**config.mk**
```make
export PLATFORM = sky130hd
export DESIGN_NAME = smx_exec
export DESIGN_NICKNAME = d
export VERILOG_FILES = /design/src/logic/smx_pkg.sv /design/src/logic/smx_exec.sv
export VERILOG_INCLUDE_DIRS = /design/src /design/src/logic
export SDC_FILE = /design/constraint.sdc
export NUM_CORES = 1
export LEC_CHECK = 0
export BUFFER_PORTS_ARGS = -buffer_cell sky130_fd_sc_hd__buf_2
export CELL_PAD_IN_SITES_DETAIL_PLACEMENT = 0
export CELL_PAD_IN_SITES_GLOBAL_PLACEMENT = 1
export CORE_ASPECT_RATIO = 1.2
export CORE_MARGIN = 2
export CORE_UTILIZATION = 44
export DETAILED_ROUTE_END_ITERATION = 16
export HOLD_SLACK_MARGIN = 0.08
export MAX_ROUTING_LAYER = met4
export PLACE_DENSITY = 0.91
export SYNTH_ARGS = -nofsm -noshare
export SYNTH_HDL_FRONTEND = slang
export SYNTH_SLANG_ARGS = --single-unit
```
**constraint.sdc**
```tcl
create_clock -name clk -period 2.57 [get_ports clk]
set_input_delay 0.1285 -clock clk [delete_from_list [all_inputs] [get_ports clk]]
set_output_delay 0.1285 -clock clk [all_outputs]
set_load 0.01 [all_outputs]
```
**src/logic/smx_consts.svh**
```systemverilog
// Purpose: constants for the special microcommand execution block
// Assumes: 16-bit data path, one clock, wishbone register access
// Notes:   Summary of operation follows
//
// Summary of operation
// - divide step: conditional subtract, carry into link
// - divide repeats on loop counter, exits at zero
// - carry mode forces carry in, updates link
// - next-control field inhibit code stops next command on divide exit or bit-test hit
// - a operand and extension shift left, link in
// - bit-test branches to target on a hit, skip ignored
// - bit-test passes a operand unchanged
// - test sense picks one or zero match
// - branch on bit test or condition test
// - condition codes zero..odd, code seven never
// - special commands other than divide copy a operand to bus
// - status update passes a, loads low status
// - emulate table gives per-bit status functions
// - micro status source moves flags into status
// - low four status bits update in one step
// - a conditional access picks restore or rmw
// - address from a operand, word or byte
// - read data loaded into return register
// - conditional access beats function field access
// - b conditional access uses b operand
`ifndef SMX_CONSTS_SVH
`define SMX_CONSTS_SVH
`define SMX_OP_DIV      5'h1a
`define SMX_OP_BTB      5'h1b
`define SMX_OP_STU      5'h1c
`define SMX_OP_CMA      5'h1d
`define SMX_OP_CMB      5'h1e
`define SMX_MC_DIV      4'h5
`define SMX_NX_INHIBIT  2'h3
`define SMX_SB_NEVER    3'h7
`define SMX_LC_RESET    4'hf
`define SMX_ADR_STATUS  8'h00
`define SMX_ADR_XR      8'h04
`define SMX_ADR_RR      8'h08
`define SMX_ADR_LC      8'h0c
`define SMX_ADR_ET_LO   8'h40
`define SMX_ADR_ET_HI   8'h7c
`define SMX_ET_RMW      8
`define SMX_ET_BYTE     9
`endif

```
**src/logic/smx_pkg.sv**
```systemverilog
// Purpose: shared types for the special microcommand block
// Assumes: nothing
// Notes:   per-bit macro status update function codes
package smx_pkg;
    typedef enum logic [1:0] {
        SMX_UPD_KEEP  = 2'b00,
        SMX_UPD_CLEAR = 2'b01,
        SMX_UPD_SET   = 2'b10,
        SMX_UPD_LOAD  = 2'b11
    } smx_upd_t;
endpackage

```
**src/logic/smx_exec.sv**
```systemverilog
// Purpose: execute divide step, bit-test branch, status update and
//          conditional memory access microcommands
// Assumes: sequencer presents one command per cmd_valid pulse
// Notes:   emulate table is written over wishbone, indexed by instr[15:12]
//
// The register addresses and register access over Wishbone are this design's own decisions.
`include "smx_consts.svh"
module smx_exec #(
    parameter int W = 16
) (
    // clock and reset
    input  wire logic          clk,
    input  wire logic          arst_n,
    // wishbone slave
    input  wire logic          wb_cyc_i,
    input  wire logic          wb_stb_i,
    input  wire logic          wb_we_i,
    input  wire logic [7:0]    wb_adr_i,
    input  wire logic [3:0]    wb_sel_i,
    input  wire logic [31:0]   wb_dat_i,
    output logic      [31:0]   wb_dat_o,
    output logic               wb_ack_o,
    // microcommand from sequencer
    input  wire logic          cmd_valid,
    input  wire logic [4:0]    command_code_field,
    input  wire logic [2:0]    branch_cond_field,
    input  wire logic          skip_select,
    input  wire logic          test_sense,
    input  wire logic [3:0]    bit_select,
    input  wire logic [3:0]    carry_mode_field,
    input  wire logic [1:0]    next_ctrl_field,
    input  wire logic [9:0]    branch_target_field,
    input  wire logic          a_src_is_ms,
    input  wire logic          fn_mem_req,
    input  wire logic          dl_shift,
    input  wire logic          lc_load,
    input  wire logic [3:0]    lc_value,
    input  wire logic          xr_load,
    input  wire logic [W-1:0]  xr_value,
    input  wire logic          link_clear,
    // operands and flags
    input  wire logic [W-1:0]  a_operand_path,
    input  wire logic [W-1:0]  b_operand_path,
    input  wire logic [15:0]   emulated_instr_hold,
    input  wire logic          flag_carry,
    input  wire logic          flag_overflow,
    input  wire logic          flag_zero,
    input  wire logic          flag_negative,
    input  wire logic          flag_positive,
    input  wire logic          flag_odd,
    input  wire logic [3:0]    micro_status_reg,
    // results to sequencer
    output logic [W-1:0]       dest_data,
    output logic               dest_we,
    output logic [W-1:0]       main_bus_path,
    output logic               branch_take,
    output logic [9:0]         branch_addr,
    output logic               inhibit_next,
    output logic               fn_mem_go,
    // memory access
    output logic               mem_req,
    output logic               mem_rmw,
    output logic               mem_byte,
    output logic [W-1:0]       mem_addr,
    output logic [W-1:0]       mem_wdata,
    input  wire logic          mem_ack,
    input  wire logic [W-1:0]  mem_rdata,
    // state view
    output logic [15:0]        macro_status,
    output logic [W-1:0]       extension_reg,
    output logic [W-1:0]       read_return_reg,
    output logic [3:0]         loop_counter,
    output logic               link
);
    logic [9:0]  emu_table [16];

    function automatic logic upd_bit(logic [1:0] f, logic old,
                                     logic nv);
        unique case (smx_pkg::smx_upd_t'(f))
            smx_pkg::SMX_UPD_KEEP:  upd_bit = old;
            smx_pkg::SMX_UPD_CLEAR: upd_bit = 1'b0;
            smx_pkg::SMX_UPD_SET:   upd_bit = 1'b1;
            smx_pkg::SMX_UPD_LOAD:  upd_bit = nv;
        endcase
    endfunction

    // command decode
    wire is_div = cmd_valid && command_code_field == `SMX_OP_DIV;
    wire is_btb = cmd_valid && command_code_field == `SMX_OP_BTB;
    wire is_stu = cmd_valid && command_code_field == `SMX_OP_STU;
    wire is_cma = cmd_valid && command_code_field == `SMX_OP_CMA;
    wire is_cmb = cmd_valid && command_code_field == `SMX_OP_CMB;
    wire is_acc = is_cma || is_cmb;
    wire [9:0] emu_entry = emu_table[emulated_instr_hold[15:12]];

    // divide step
    wire           cin_one = carry_mode_field == `SMX_MC_DIV;
    wire [W:0]     div_sum = {1'b0, a_operand_path}
                           + {1'b0, ~b_operand_path}
                           + {{W{1'b0}}, cin_one};
    wire           div_carry = div_sum[W];
    wire [W-1:0]   div_res = div_carry ? div_sum[W-1:0]
                                       : a_operand_path;
    wire           lc_zero = loop_counter == 4'h0;

    // bit-test branch
    wire       tst_bit = a_operand_path[bit_select];
    logic      sb_cond;
    always_comb begin
        unique case (branch_cond_field)
            3'h0:    sb_cond = lc_zero;
            3'h1:    sb_cond = flag_carry;
            3'h2:    sb_cond = flag_overflow;
            3'h3:    sb_cond = flag_zero;
            3'h4:    sb_cond = flag_negative;
            3'h5:    sb_cond = flag_positive;
            3'h6:    sb_cond = flag_odd;
            3'h7:    sb_cond = 1'b0;
        endcase
    end
    // skip_select deliberately unused: this command branches, never skips
    wire btb_hit = (tst_bit == test_sense)
        || (branch_cond_field != `SMX_SB_NEVER
            && sb_cond == test_sense);

    // status update source: micro flags bypass when ms is the source
    wire [3:0] stu_src = a_src_is_ms ? micro_status_reg
                                     : a_operand_path[3:0];
    logic [3:0] stu_new;
    always_comb begin
        for (int i = 0; i < 4; i++) begin
            stu_new[i] = upd_bit(emu_entry[2*i +: 2],
                                 macro_status[i], stu_src[i]);
        end
    end

    // conditional memory access
    wire [W-1:0] acc_opnd = is_cmb ? b_operand_path
                                   : a_operand_path;
    wire         acc_start = is_acc && !mem_req;

    // wishbone decode
    wire wb_hit = wb_cyc_i && wb_stb_i && !wb_ack_o;
    wire wb_wr  = wb_hit && wb_we_i;
    wire et_sel = wb_adr_i >= `SMX_ADR_ET_LO
               && wb_adr_i <= `SMX_ADR_ET_HI;
    wire [3:0] et_idx = wb_adr_i[5:2];
    logic [31:0] rd_mux;
    always_comb begin
        rd_mux = 32'h0;
        if (et_sel) begin
            rd_mux = {22'h0, emu_table[et_idx]};
        end else begin
            unique case (wb_adr_i)
                `SMX_ADR_STATUS: rd_mux = {16'h0, macro_status};
                `SMX_ADR_XR:     rd_mux = {16'h0, extension_reg};
                `SMX_ADR_RR:     rd_mux = {16'h0, read_return_reg};
                `SMX_ADR_LC:     rd_mux = {27'h0, link, loop_counter};
                default:         rd_mux = 32'h0;
            endcase
        end
    end

    // bus slave: one wait state, unmapped reads zero
    always_ff @(posedge clk or negedge arst_n) begin
        if (!arst_n) begin
            wb_ack_o <= 1'b0;
            wb_dat_o <= 32'h0;
        end else begin
            wb_ack_o <= wb_hit;
            wb_dat_o <= wb_hit ? rd_mux : 32'h0;
        end
    end

    always_ff @(posedge clk) begin
        if (wb_wr && et_sel && wb_sel_i[0] && wb_sel_i[1]) begin
            emu_table[et_idx] <= wb_dat_i[9:0];
        end
    end

    // macro status: command update wins over a software write
    always_ff @(posedge clk or negedge arst_n) begin
        if (!arst_n) begin
            macro_status <= 16'h0;
        end else if (is_stu) begin
            macro_status[3:0] <= stu_new;
        end else if (wb_wr && wb_adr_i == `SMX_ADR_STATUS) begin
            if (wb_sel_i[0]) macro_status[7:0] <= wb_dat_i[7:0];
            if (wb_sel_i[1]) macro_status[15:8] <= wb_dat_i[15:8];
        end
    end

    // loop counter, link and extension register
    always_ff @(posedge clk or negedge arst_n) begin
        if (!arst_n) begin
            loop_counter <= `SMX_LC_RESET;
            link         <= 1'b0;
            extension_reg <= '0;
        end else begin
            if (lc_load) begin
                loop_counter <= lc_value;
            end else if (is_div && !lc_zero) begin
                loop_counter <= loop_counter - 4'h1;
            end
            // divide update wins over a same-cycle clear
            if (is_div && cin_one) begin
                link <= div_carry;
            end else if (link_clear) begin
                link <= 1'b0;
            end
            if (xr_load) begin
                extension_reg <= xr_value;
            end else if (dl_shift) begin
                extension_reg <= {extension_reg[W-2:0], link};
            end
        end
    end

    // results to sequencer
    always_ff @(posedge clk or negedge arst_n) begin
        if (!arst_n) begin
            dest_data     <= '0;
            dest_we       <= 1'b0;
            main_bus_path <= '0;
            branch_take   <= 1'b0;
            branch_addr   <= 10'h0;
            inhibit_next  <= 1'b0;
            fn_mem_go     <= 1'b0;
        end else begin
            dest_we     <= is_div || is_btb || is_stu || is_acc
                        || dl_shift;
            branch_addr <= branch_target_field;
            fn_mem_go   <= fn_mem_req && !is_acc;
            if (is_div) begin
                dest_data     <= div_res;
                main_bus_path <= div_res;
                branch_take   <= lc_zero;
                inhibit_next  <= lc_zero
                    && next_ctrl_field == `SMX_NX_INHIBIT;
            end else if (dl_shift) begin
                dest_data     <= {a_operand_path[W-2:0],
                                  extension_reg[W-1]};
                main_bus_path <= {a_operand_path[W-2:0],
                                  extension_reg[W-1]};
                branch_take   <= 1'b0;
                inhibit_next  <= 1'b0;
            end else begin
                dest_data     <= a_operand_path;
                main_bus_path <= a_operand_path;
                branch_take   <= is_btb && btb_hit;
                inhibit_next  <= is_btb && btb_hit
                    && next_ctrl_field == `SMX_NX_INHIBIT;
            end
        end
    end

    // conditional memory access: request held until acknowledge
    always_ff @(posedge clk or negedge arst_n) begin
        if (!arst_n) begin
            mem_req   <= 1'b0;
            mem_rmw   <= 1'b0;
            mem_byte  <= 1'b0;
            mem_addr  <= '0;
            mem_wdata <= '0;
            read_return_reg <= '0;
        end else begin
            if (acc_start) begin
                mem_req   <= 1'b1;
                mem_rmw   <= emu_entry[`SMX_ET_RMW];
                mem_byte  <= emu_entry[`SMX_ET_BYTE];
                mem_addr  <= acc_opnd;
                mem_wdata <= acc_opnd;
            end else if (mem_req && mem_ack) begin
                mem_req <= 1'b0;
            end
            if (mem_req && mem_ack) begin
                read_return_reg <= mem_byte
                    ? {{(W-8){1'b0}}, mem_rdata[7:0]}
                    : mem_rdata;
            end
        end
    end
endmodule

```
==> metrics.md, run 1 <==
| Metric | Value |
|---|---|
| Status | finished clean |
| TritonCTS clock tree | done |
| FP Rows | roughly 70 |
| Die extent in y | around 200 microns |
| Leading area contributor after synthesis | edfxtp_1 |
| Final ANT Viol Nets | 0 |
| Top-count cell post-synth | edfxtp_1 |
| Die area | about 34,000 sq um |
| Critical Path Start | a_operand_path[0] |
| CTS clock-pin slew for the worst setup and hold paths | 0.07 ns |
| Initial antenna violation count | 6 |
| H-tree Lvls | 1 |
| First-pass GRT wire length | 68.21 mm |
| Setup-failing EPs final | 0 |
| Critical Path End Type | register |
| Filler Cell Count | 2,491 |
| Ratio of cells with drive above 1 in the final layout | around two fifths |
| Sequential Power Share | 45.3% |
| IO Pins | between 300 and 400 |
| Setup tns final | 0 ns |
| NetSw | around 3.4 mW |
| Yosys warns | 0 |
| Max_slew headroom | 42.72% |
| CTS sink count | 279 |
| Final period utilization | 95.23% |
| Critical path required time | around 3.0 ns |
| Tot Pwr | 11.97 mW |
| Clk buf depth | 3 |
| Post-synthesis cell type count | 66 |
| Worst Max-Slew Pin Slew | 0.8571 ns |
| Vias in the first global route | 11,440 |
| Synthesis-to-layout area growth | 31.79% |
| Logic pwr share | 21.2% |
| Min Tclk post-route | around 2.4 ns |
| Clk_skew | roughly 0.022 ns |
| Critical Path Start Type | input port |
| DP Wirelength | 32.32 mm |
| Clock buffer count from CTS | 28 |
| Final std cells w/o fill | 1,899 |
| Avg Inst Size Synth | 14.22 sq um |
| Register area share after synthesis | 54.73% |
| Dominant cells by area after synthesis | edfxtp_1 (34%), dfrtp_1 (20%), mux4_2 (16%) |
| CTS Root Cell | clkbuf_16 |
| DRC Markers | 0 |
| Setup WS pre-CTS | -0.3249 ns |
| #FFs+latches synth | 279 |
| Power per cell area | 638.2 nW/um^2 |
| Worst min-delay path class | input port to register |
| WL per Instance | 24.17 microns |
| GRT overflow | 0 |
| Crit-path max FO | 9 |
| RD Place Congestion | 0.8955 |
| Post-synth EDFFs | 160 |
| First-pass detailed-route iteration total | 5 |
| Die width | 168.2 microns |
| Internal power | 8.547 mW |
| Final Hold Fails | 0 |
| Lkg Pwr | roughly 7.7 nW |
| Via count | 10,850 |
| Worst VDD drop | 642.3 uV |
| Worst reg2reg path depth | 9 |
| Clock Latency Late Sink | 0.57 ns |
| Starting Density | 44.37% |
| Synth Instances | 1,001 |
| Reg-to-reg setup timing slack | between 0.1 and 0.15 ns |
| Maximum clock frequency | 408.6 MHz |
| Largest net degree at the start of global routing | 53 |
| Placed cells | between 1,500 and 2,000 |
| Via-to-Cell Ratio | 5.715 |
| Final slew viol count | 0 |
| Detailed Route WL | between 40 and 50 mm |
| Worst Slack Setup Final | 0.1225 ns |
| Port Buffers | 300 |
| Worst EP arrival | ~2.9 ns |
| Synth cell count leaders | edfxtp_1 (160), dfrtp_1 (115), mux4_2 (104) |
| Final net count | 1,664 |
| Net Sw Frac | 28.59% |
| FFs w/ async S/R, synth | 42.65% |
| Total GRT Usage | 27.76% |
| Synth Cell Area | 14,230 sq um |
| Reg2reg end | loop_counter[3] |
| Clock power frac | 33.4% |
| Synth top area share | about a third |
| Largest register FFs | 160 |
| DR iter-0 viols | ~1,000 |
| Top reg by flops | emu_table |
| Crit Path Class | input port to register |
| Critical R2R Launch | loop_counter[1] |
| Worst setup path end | main_bus_path[0] |
| Max-cap viol count | 0 |
| Ys flop type | edfxtp_1 |
| Core area | about 32,000 sq um |
-- cell type report --
class / count / area, sq um / area share (%)
clock buffer: 37 / 744.5 / 3.970
clock inverter: 15 / 140.1 / 0.7473
multi-input combinational: 609 / 5833 / 31.10
sequential: 279 / 7787 / 41.53
antenna: 6 / 15.01 / 0.08006
timing repair buffer: 522 / 3633 / 19.38
inverter: 24 / 90.09 / 0.4804
tap: 407 / 509.2 / 2.716
-- worst min path at each step --
stage	from	end	slack, ns	cells past startpoint
finish	micro_status_reg[2]	macro_status[2]	0.09	4
global route	micro_status_reg[3]	macro_status[3]	0.11	4
CTS	xr_load	extension_reg[13]	0.08	2
detailed placement	arst_n	branch_addr[2]	0.12	1
global placement	arst_n	branch_addr[2]	0.12	1
floorplan	arst_n	branch_addr[0]	-0.17	0
-- power groups by stage --
stage	clock, mW	combinational, mW	sequential [mW]
after floorplan	0	1.28	5.56
after global placement	0	2.26	5.50
after detailed placement	0	2.29	5.51
after CTS	4.06	2.51	5.42
after global routing	4.22	2.74	5.46
final	4.00	2.54	5.42
-- placed cells by master (no fill, tap or decap), drive strengths merged, types with 6 or more instances in the layout --
cell | netlist | final
buf | 74 | 363
edfxtp | 160 | 160
dlygate4sd3 | 0 | 159
dfrtp | 115 | 115
mux4 | 107 | 107
nand2 | 70 | 70
nor2 | 69 | 69
mux2i | 55 | 55
o21ai | 51 | 51
a21oi | 38 | 38
clkbuf | 30 | 37
mux2 | 30 | 30
inv | 24 | 25
ha | 17 | 17
conb | 1 | 16
nand2b | 15 | 15
nor3 | 14 | 14
a22oi | 10 | 10
nor2b | 9 | 9
o221a | 9 | 9
xnor2 | 8 | 8
and3 | 7 | 7
clkinv | 0 | 7
diode | 0 | 6
xor2 | 6 | 6
nand3 | 6 | 6
a211oi | 6 | 6
-- cell families after synthesis --
family	share of synthesized area (%)
DFF	54.73
xor gates and xnor gates	0.8617
buffers and inverters	5.003
AOI/OAI and AO/OA	6.621
muxes	23.26
other	0.02635
adders and majority gates	1.776
and+or+nand+nor	7.729
-- per-stage QoR --
stage               util, %  hold slack [ns]  area, sq um
floorplan                 -          -0.1671        14290
global placement      50.52           0.1179        16200
detailed placement    50.52           0.1246        16200
CTS                   58.24          0.08241        18680
global route          58.47           0.1081        18750
finish                58.47          0.08934        18750
-- routing by layer --
metal,vias to the layer above,part of all wire [%],global-route usage (%)
li1,4717,-,-
met3,132,8.8,6.841
met4,0,4.9,12.87
met1,5387,34,29.27
met2,617,52,48.89
met5,-,0,-
-- worst max-delay path: stages --
cell	delay [ns]
dlygate4sd3_1	0.53
buf_2	0.14
fa_1	0.48
inv_1	0.09
fa_1	0.17
nor2b_1	0.07
o31a_1	0.30
o211ai_1	0.26
a21oi_2	0.10
nand2b_1	0.30
o221a_2	0.31
-- repair_timing --
action / 4_1_cts / 5_1_grt
endpoints found under the hold margin: 345 / 0
setup buffers: 0 / 4
hold buffers: 159 / 0
resized for setup: 0 / 5
setup endpoints to repair: 0 / 4
Note: power is estimated with default switching activity, not from simulation.
==> run 2, diff against run 1 <==
==> constraint.sdc (replaced) <==
create_clock -name clk -period 2.57 [get_ports clk]
set_input_delay 0.514 -clock clk [delete_from_list [all_inputs] [get_ports clk]]
set_output_delay 0.514 -clock clk [all_outputs]
set_load 0.01 [all_outputs]
==> run 2 against run 1 <==
  * Design area decreased by 5.4%
  * Final cell count shrank 5.6%
  * Non-clock buffer count fell by 106
  * First-iteration DRC count decreased by 32%
  * Highest routed layer unchanged
  * Flip-flop and latch count stayed put
  * Critical path depth is 1 higher
  * Global-route usage down 1.7 points
  * Worst setup slack better by 0.053 ns
  * Count of clock-buffer cells in the layout fell by 1
==> metrics.md, run 2 (synthesis results as in run 1) <==
| Metric | Value |
|---|---|
| Status | finished clean |
| Crit-path max FO | 4 |
| Max stage delay cell, worst path | nor4bb_4 |
| CP cell instances | buf_2, nor4bb_4, fa_2, inv_2, fa_2, nor2b_2, o31a_1, o22ai_1, o41ai_2, buf_4, xnor2_1, a211oi_2 |
| FP Rows | 72 |
| Critical R2R Launch | loop_counter[0] |
| Min Tclk post-route | 2.394 ns |
| Final core utilization | 55.33% |
| RD Place Congestion | 0.8721 |
| Worst Hold Path EP | extension_reg[8] |
| Initial antenna violation count | 3 |
| Synthesis-to-layout area growth | 24.69% |
| Filler Cell Count | 2,614 |
| Worst EP arrival | 2.88 ns |
| Placed Instance Area | 16,750 sq um |
| Critical Path Start Type | input port |
| Tot Pwr | 11.70 mW |
| Setup WS pre-CTS | -0.4254 ns |
| Largest net degree at the start of global routing | 57 |
| Max-cap viol count | 0 |
| Die area | 33,800 sq um |
| Vias in the first global route | 10,520 |
| Final period utilization | 93.17% |
| DRC Markers | 0 |
| Starting Density | 44.37% |
| Die extent in y | 201 microns |
| CTS clock-pin slew for the worst setup and hold paths | 0.07 ns |
| Hold_ws | 0.1569 ns |
| Final net count | 1,559 |
| H-tree Lvls | 1 |
| Final Hold Fails | 0 |
| Clk buf depth | 3 |
| Worst Max-Slew Pin Slew | around 0.56 ns |
| CTS Root Cell | clkbuf_16 |
| Worst VDD drop | 533.4 uV |
| Worst Slack Setup Final | 0.1755 ns |
| IO Pins | 348 |
| Crit Path Class | input port to register |
| DP Wirelength | 32.97 mm |
| Clock buffer count from CTS | 29 |
| Setup tns final | 0 ns |
| CTS sink count | 279 |
| First-pass GRT wire length | around 64 mm |
| First-pass detailed-route iteration total | 4 |
| Detailed Route WL | around 43 mm |
| Commonest cells after routing, fill and taps aside | buf_2 (298), edfxtp_1 (160), dfrtp_1 (115) |
| DR iter-0 viols | roughly 700 |
| Reg2reg end | branch_take |
| Worst min-delay path class | input port to register |
| Final slew viol count | 0 |
| GRT overflow | 0 |
| Lkg Pwr | 7.337 nW |
| Register area | between 7000 and 8000 sq um |
| Most common cell after layout, fill and taps aside | buf_2 |
| Total GRT Usage | 26.11% |
| Clock Latency Late Sink | ~0.57 ns |
| Multi-input gate area | 5857 sq um |
| Largest register FFs | 160 |
| Final std cells w/o fill | 1,792 |
| Ratio of cells with drive above 1 in the final layout | 44.50% |
| RSZ-0062 raised after global routing | no |
| Most frequent CP cell | fa_2 |
| Core area | 32,070 sq um |
| Maximum clock frequency | 417.6 MHz |
| Setup-failing EPs final | 0 |
| Via-to-Cell Ratio | 5.717 |
| Port Buffers | 300 |
| Power per cell area | 659.6 nW/um^2 |
| WL per Instance | 24.15 microns |
| Reg-to-reg setup timing slack | approximately 0.43 ns |
| Via count | 10,240 |
| Critical path required time | 3.05 ns |
| Hold depth | 3 |
| Cell area after layout | between 15,000 and 20,000 sq um |
| Worst reg2reg path depth | 8 |
| Hold Crit Start | xr_value[8] |
| Clk_skew | 0.01237 ns |
| Placed cells | 1,724 |
| Max_slew headroom | 62.60% |
| Critical Path End Type | register |
| Final ANT Viol Nets | 0 |
| TritonCTS clock tree | done |
| CP max stage delay | 0.39 ns |
| Top reg by flops | emu_table |
| Die width | around 170 microns |
==> run 2: cell count changes in the layout (fill, tap and decap cells not counted), sizes merged, moves of 3 or more <==
cell / previous run / this run
diode: 6 / 3
clkinvlp: 5 / 1
buf: 363 / 405
clkinv: 7 / 15
dlygate4sd3: 159 / 11
==> run 2: final cells by class <==
type                       count  share of cell area (%)
sequential                   279                   43.89
antenna                        3                 0.04231
multi-input combinational    609                   33.01
tap                          407                   2.870
inverter                      24                  0.5077
clock buffer                  36                   4.238
timing repair buffer         416                   14.77
clock inverter                18                  0.6699
==> run 2: report_power, final <==
part           switching, mW  total, mW  internal (mW)  leakage [nW]
Combinational           1.23       2.33           1.10          4.00
Sequential             0.358       5.44           5.08          2.91
Clock                   1.76       3.93           2.17         0.425
Total                   3.35       11.7           8.36          7.34
==> run 2: worst max-delay path by stage <==
stage	from	to	cells past startpoint	slack, ns
2_1_floorplan	carry_mode_field[3]	main_bus_path[2]	11	-0.25
3_3_place_gp	carry_mode_field[3]	main_bus_path[14]	12	-0.36
3_5_place_dp	carry_mode_field[2]	main_bus_path[14]	12	-0.43
4_1_cts	carry_mode_field[2]	main_bus_path[14]	12	0.15
5_1_grt	carry_mode_field[2]	main_bus_path[14]	12	0.02
6_report	carry_mode_field[2]	main_bus_path[14]	12	0.18
==> run 2: layer usage <==
layer / GRT usage [%] / part of all wire (%) / vias to the layer above
met1: 28.60 / 35 / 5104
met3: 5.126 / 8.1 / 109
met5: - / 0 / -
met2: 46.02 / 53 / 515
li1: - / - / 4516
met4: 11.61 / 4.6 / 0
==> run 2: timing repair <==
action | in CTS | in global routing
endpoints found under the hold margin | 60 | 0
buffers inserted | 0 | 0
gates resized for setup | 0 | 1
setup endpoints to repair | 0 | 1
hold buffers | 11 | 0
==> run 2: critical path, delay by kind of cell <==
kind            cells  cell delay (ns)
compound gates      4             0.78
xor+xnor            1             0.07
simple gates        2             0.54
fa+ha+maj           2             0.62
buf+inv             3             0.33
==> run 3, diff against run 2 <==
--- a/config.mk
+++ b/config.mk
@@ -7,6 +7,7 @@
 export NUM_CORES = 1
 export LEC_CHECK = 0
 export BUFFER_PORTS_ARGS = -buffer_cell sky130_fd_sc_hd__buf_2
+export CAP_MARGIN = 40
 export CELL_PAD_IN_SITES_DETAIL_PLACEMENT = 0
 export CELL_PAD_IN_SITES_GLOBAL_PLACEMENT = 1
 export CORE_ASPECT_RATIO = 1.2
==> constraint.sdc (replaced) <==
create_clock -name clk -period 2.57 [get_ports clk]
set_input_delay 0.257 -clock clk [delete_from_list [all_inputs] [get_ports clk]]
set_output_delay 0.257 -clock clk [all_outputs]
set_load 0.01 [all_outputs]
==> run 3 against run 2 <==
  * Non-clock buffer count up 59
  * Total power up 6.2%
  * Design area up 4.6%
  * Count of clock-buffer cells in the layout up 3
  * Register-to-register slack worse by 0.33 ns
  * Sequential power about the same
  * Combinational power up 6%
  * First-iteration DRC count up 23%
==> metrics.md, run 3 (synthesis results as in run 1) <==
| Metric | Value |
|---|---|
| RD Place Congestion | 0.8876 |
| Total GRT Usage | 26.78% |
| Reg2reg end | loop_counter[3] |
| Net Sw Frac | 27.90% |
| Maximum clock frequency | 404.0 MHz |
| Clock buffer count from CTS | 29 |
| Clk buf depth | 3 |
| CTS Root Cell | clkbuf_16 |
| Hold_ws | 0.08593 ns |
| Port Buffers | 300 |
| Clock Latency Late Sink | 0.57 ns |
| Logic pwr share | 19.9% |
| Worst Max-Slew Pin Slew | roughly 0.61 ns |
| Worst min-delay path class | input port to register |
| RSZ-0062 raised after global routing | yes |
| DRC Markers | 0 |
| Worst VDD drop | just over 600 uV |
| Critical path required time | 3.05 ns |
| Final slew viol count | 0 |
| Critical Path Start Type | register |
| Clock power frac | between 30% and 40% |
| Top reg by flops | emu_table |
| H-tree Lvls | 1 |
| Vias in the first global route | roughly 11,000 |
| CTS clock-pin slew for the worst setup and hold paths | 0.06 ns |
| Reg-to-reg setup timing slack | 0.1 ns |
| DP Wirelength | 31.58 mm |
| Via-to-Cell Ratio | 5.800 |
| First-pass GRT wire length | between 60 and 70 mm |
| Register area | slightly below 8000 sq um |
| Sequential Power Share | between 40 and 50% |
| Max-cap viol count | 0 |
| FP Rows | 72 |
| Critical Path Start | loop_counter[0] |
| Setup-failing EPs final | 0 |
| Final core utilization | around 58% |
| Die extent in y | 201 microns |
| Clk_skew | approximately 0.023 ns |
| Max_slew headroom | about three fifths |
| Final period utilization | 96.30% |
| Critical R2R Launch | loop_counter[0] |
| TritonCTS clock tree | done |
| Worst setup path end | loop_counter[3] |
| Crit-path max FO | 5 |
| Synthesis-to-layout area growth | 30.41% |
| Detailed Route WL | 44.52 mm |
| Starting Density | between 40 and 50% |
| Power per cell area | ~670 nW/um^2 |
| Internal power | roughly 9 mW |
| CTS sink count | 279 |
| Final ANT Viol Nets | 0 |
| Tot Pwr | 12.44 mW |
| NetSw | 3.470 mW |
| Final net count | ~1,600 |
| Filler Cell Count | 2,483 |
| Core area | 32,070 sq um |
| GRT overflow | 0 |
| Ratio of cells with drive above 1 in the final layout | 40.67% |
| Via count | 10,740 |
| Setup tns final | 0 ns |
| Min Tclk post-route | 2.475 ns |
| Largest net degree at the start of global routing | 52 |
| Die area | 33,800 sq um |
| Die width | 168.2 microns |
| Critical Path End Type | register |
| IO Pins | 348 |
| Initial antenna violation count | 4 |
| First-pass detailed-route iteration total | 5 |
| Most common cell after layout, fill and taps aside | buf_2 |
| Crit Path Class | register to register |
| Multi-input gate area | a little under 6000 sq um |
| Final Hold Fails | 0 |
| Status | finished clean |
| Worst EP arrival | 2.96 ns |
| Worst reg2reg path depth | 9 |
| Largest register FFs | 160 |
| WL per Instance | ~24 microns |
| DR iter-0 viols | 873 |
| Commonest cells after routing, fill and taps aside | buf_2 (298), edfxtp_1 (160), dfrtp_1 (115) |
| Lkg Pwr | 7.634 nW |
[run 3: cell count changes in the layout (fill, tap and decap cells not counted), moves of 2 or more]
cell           previous run  this run
a21oi_2                   3         1
dlygate4sd3_1            11       102
clkbuf_4                  0         2
clkinv_2                  5         3
a211oi_2                  3         0
a21oi_1                  35        37
clkinv_1                  8         1
a211oi_1                  3         6
buf_4                    89        58
bufinv_16                 1         5
clkinv_4                  2         0
[run 3: timing repair]
item | in CTS | in global routing
buffers inserted | 0 | 4
hold buffers | 102 | 0
gates resized for setup | 0 | 3
endpoints found under the setup margin | 0 | 2
hold endpoints to repair | 186 | 0
[run 3: how the worst min path moves through the flow]
stage | start | to | slack [ns] | cells past startpoint
final | wb_dat_i[4] | emu_table[5][4] | 0.09 | 1
after global routing | b_operand_path[0] | mem_wdata[0] | 0.09 | 3
after CTS | wb_dat_i[4] | emu_table[5][4] | 0.08 | 1
after detailed placement | arst_n | read_return_reg[4] | 0.26 | 1
after global placement | arst_n | read_return_reg[4] | 0.26 | 1
after floorplan | arst_n | branch_addr[0] | -0.04 | 0
[run 3: worst max-delay path, cell delays in order (launching register included)]
cell and delay, ns:
dfstp_2 0.57, inv_1 0.07, ha_1 0.19, nor3b_4 0.16, nor4_2 0.23, buf_4 0.18, nand2_1 0.06, xnor2_1 0.13
mux2_2 0.25, dlygate4sd3_1 0.55
[run 3: final cells by class]
| cell class | count | share of cell area (%) |
|---|---|---|
| sequential | 279 | 41.97 |
| multi-input combinational | 609 | 31.49 |
| timing repair buffer | 475 | 17.72 |
| clock buffer | 39 | 4.322 |
| tap | 407 | 2.744 |
| clock inverter | 15 | 1.227 |
| inverter | 24 | 0.4855 |
| antenna | 3 | 0.04046 |
[run 3: metrics by stage]
step,cell area [sq um],std cells,setup WS [ns]
finish,18560,1851,0.09501
detailed placement,16450,1688,-0.2634
CTS,18500,1844,0.08236
global route,18560,1851,-0.01128
floorplan,14330,1016,0.006012
global placement,16450,1688,-0.2427
[run 3: power by group through the flow]
| stage | clock (mW) | sequential (mW) | combinational [mW] |
|---|---|---|---|
| after CTS | 4.56 | 5.45 | 2.44 |
| after floorplan | 0 | 5.56 | 1.28 |
| after global placement | 0 | 5.52 | 2.28 |
| after global routing | 4.74 | 5.49 | 2.65 |
| final | 4.50 | 5.45 | 2.48 |
| after detailed placement | 0 | 5.54 | 2.31 |
[run 3: per-layer routing]
metal,track usage (%),routed length [microns]
met3,4.081,3891
met2,47.15,23010
met1,31.02,15790
met4,9.945,1829
met5,-,0
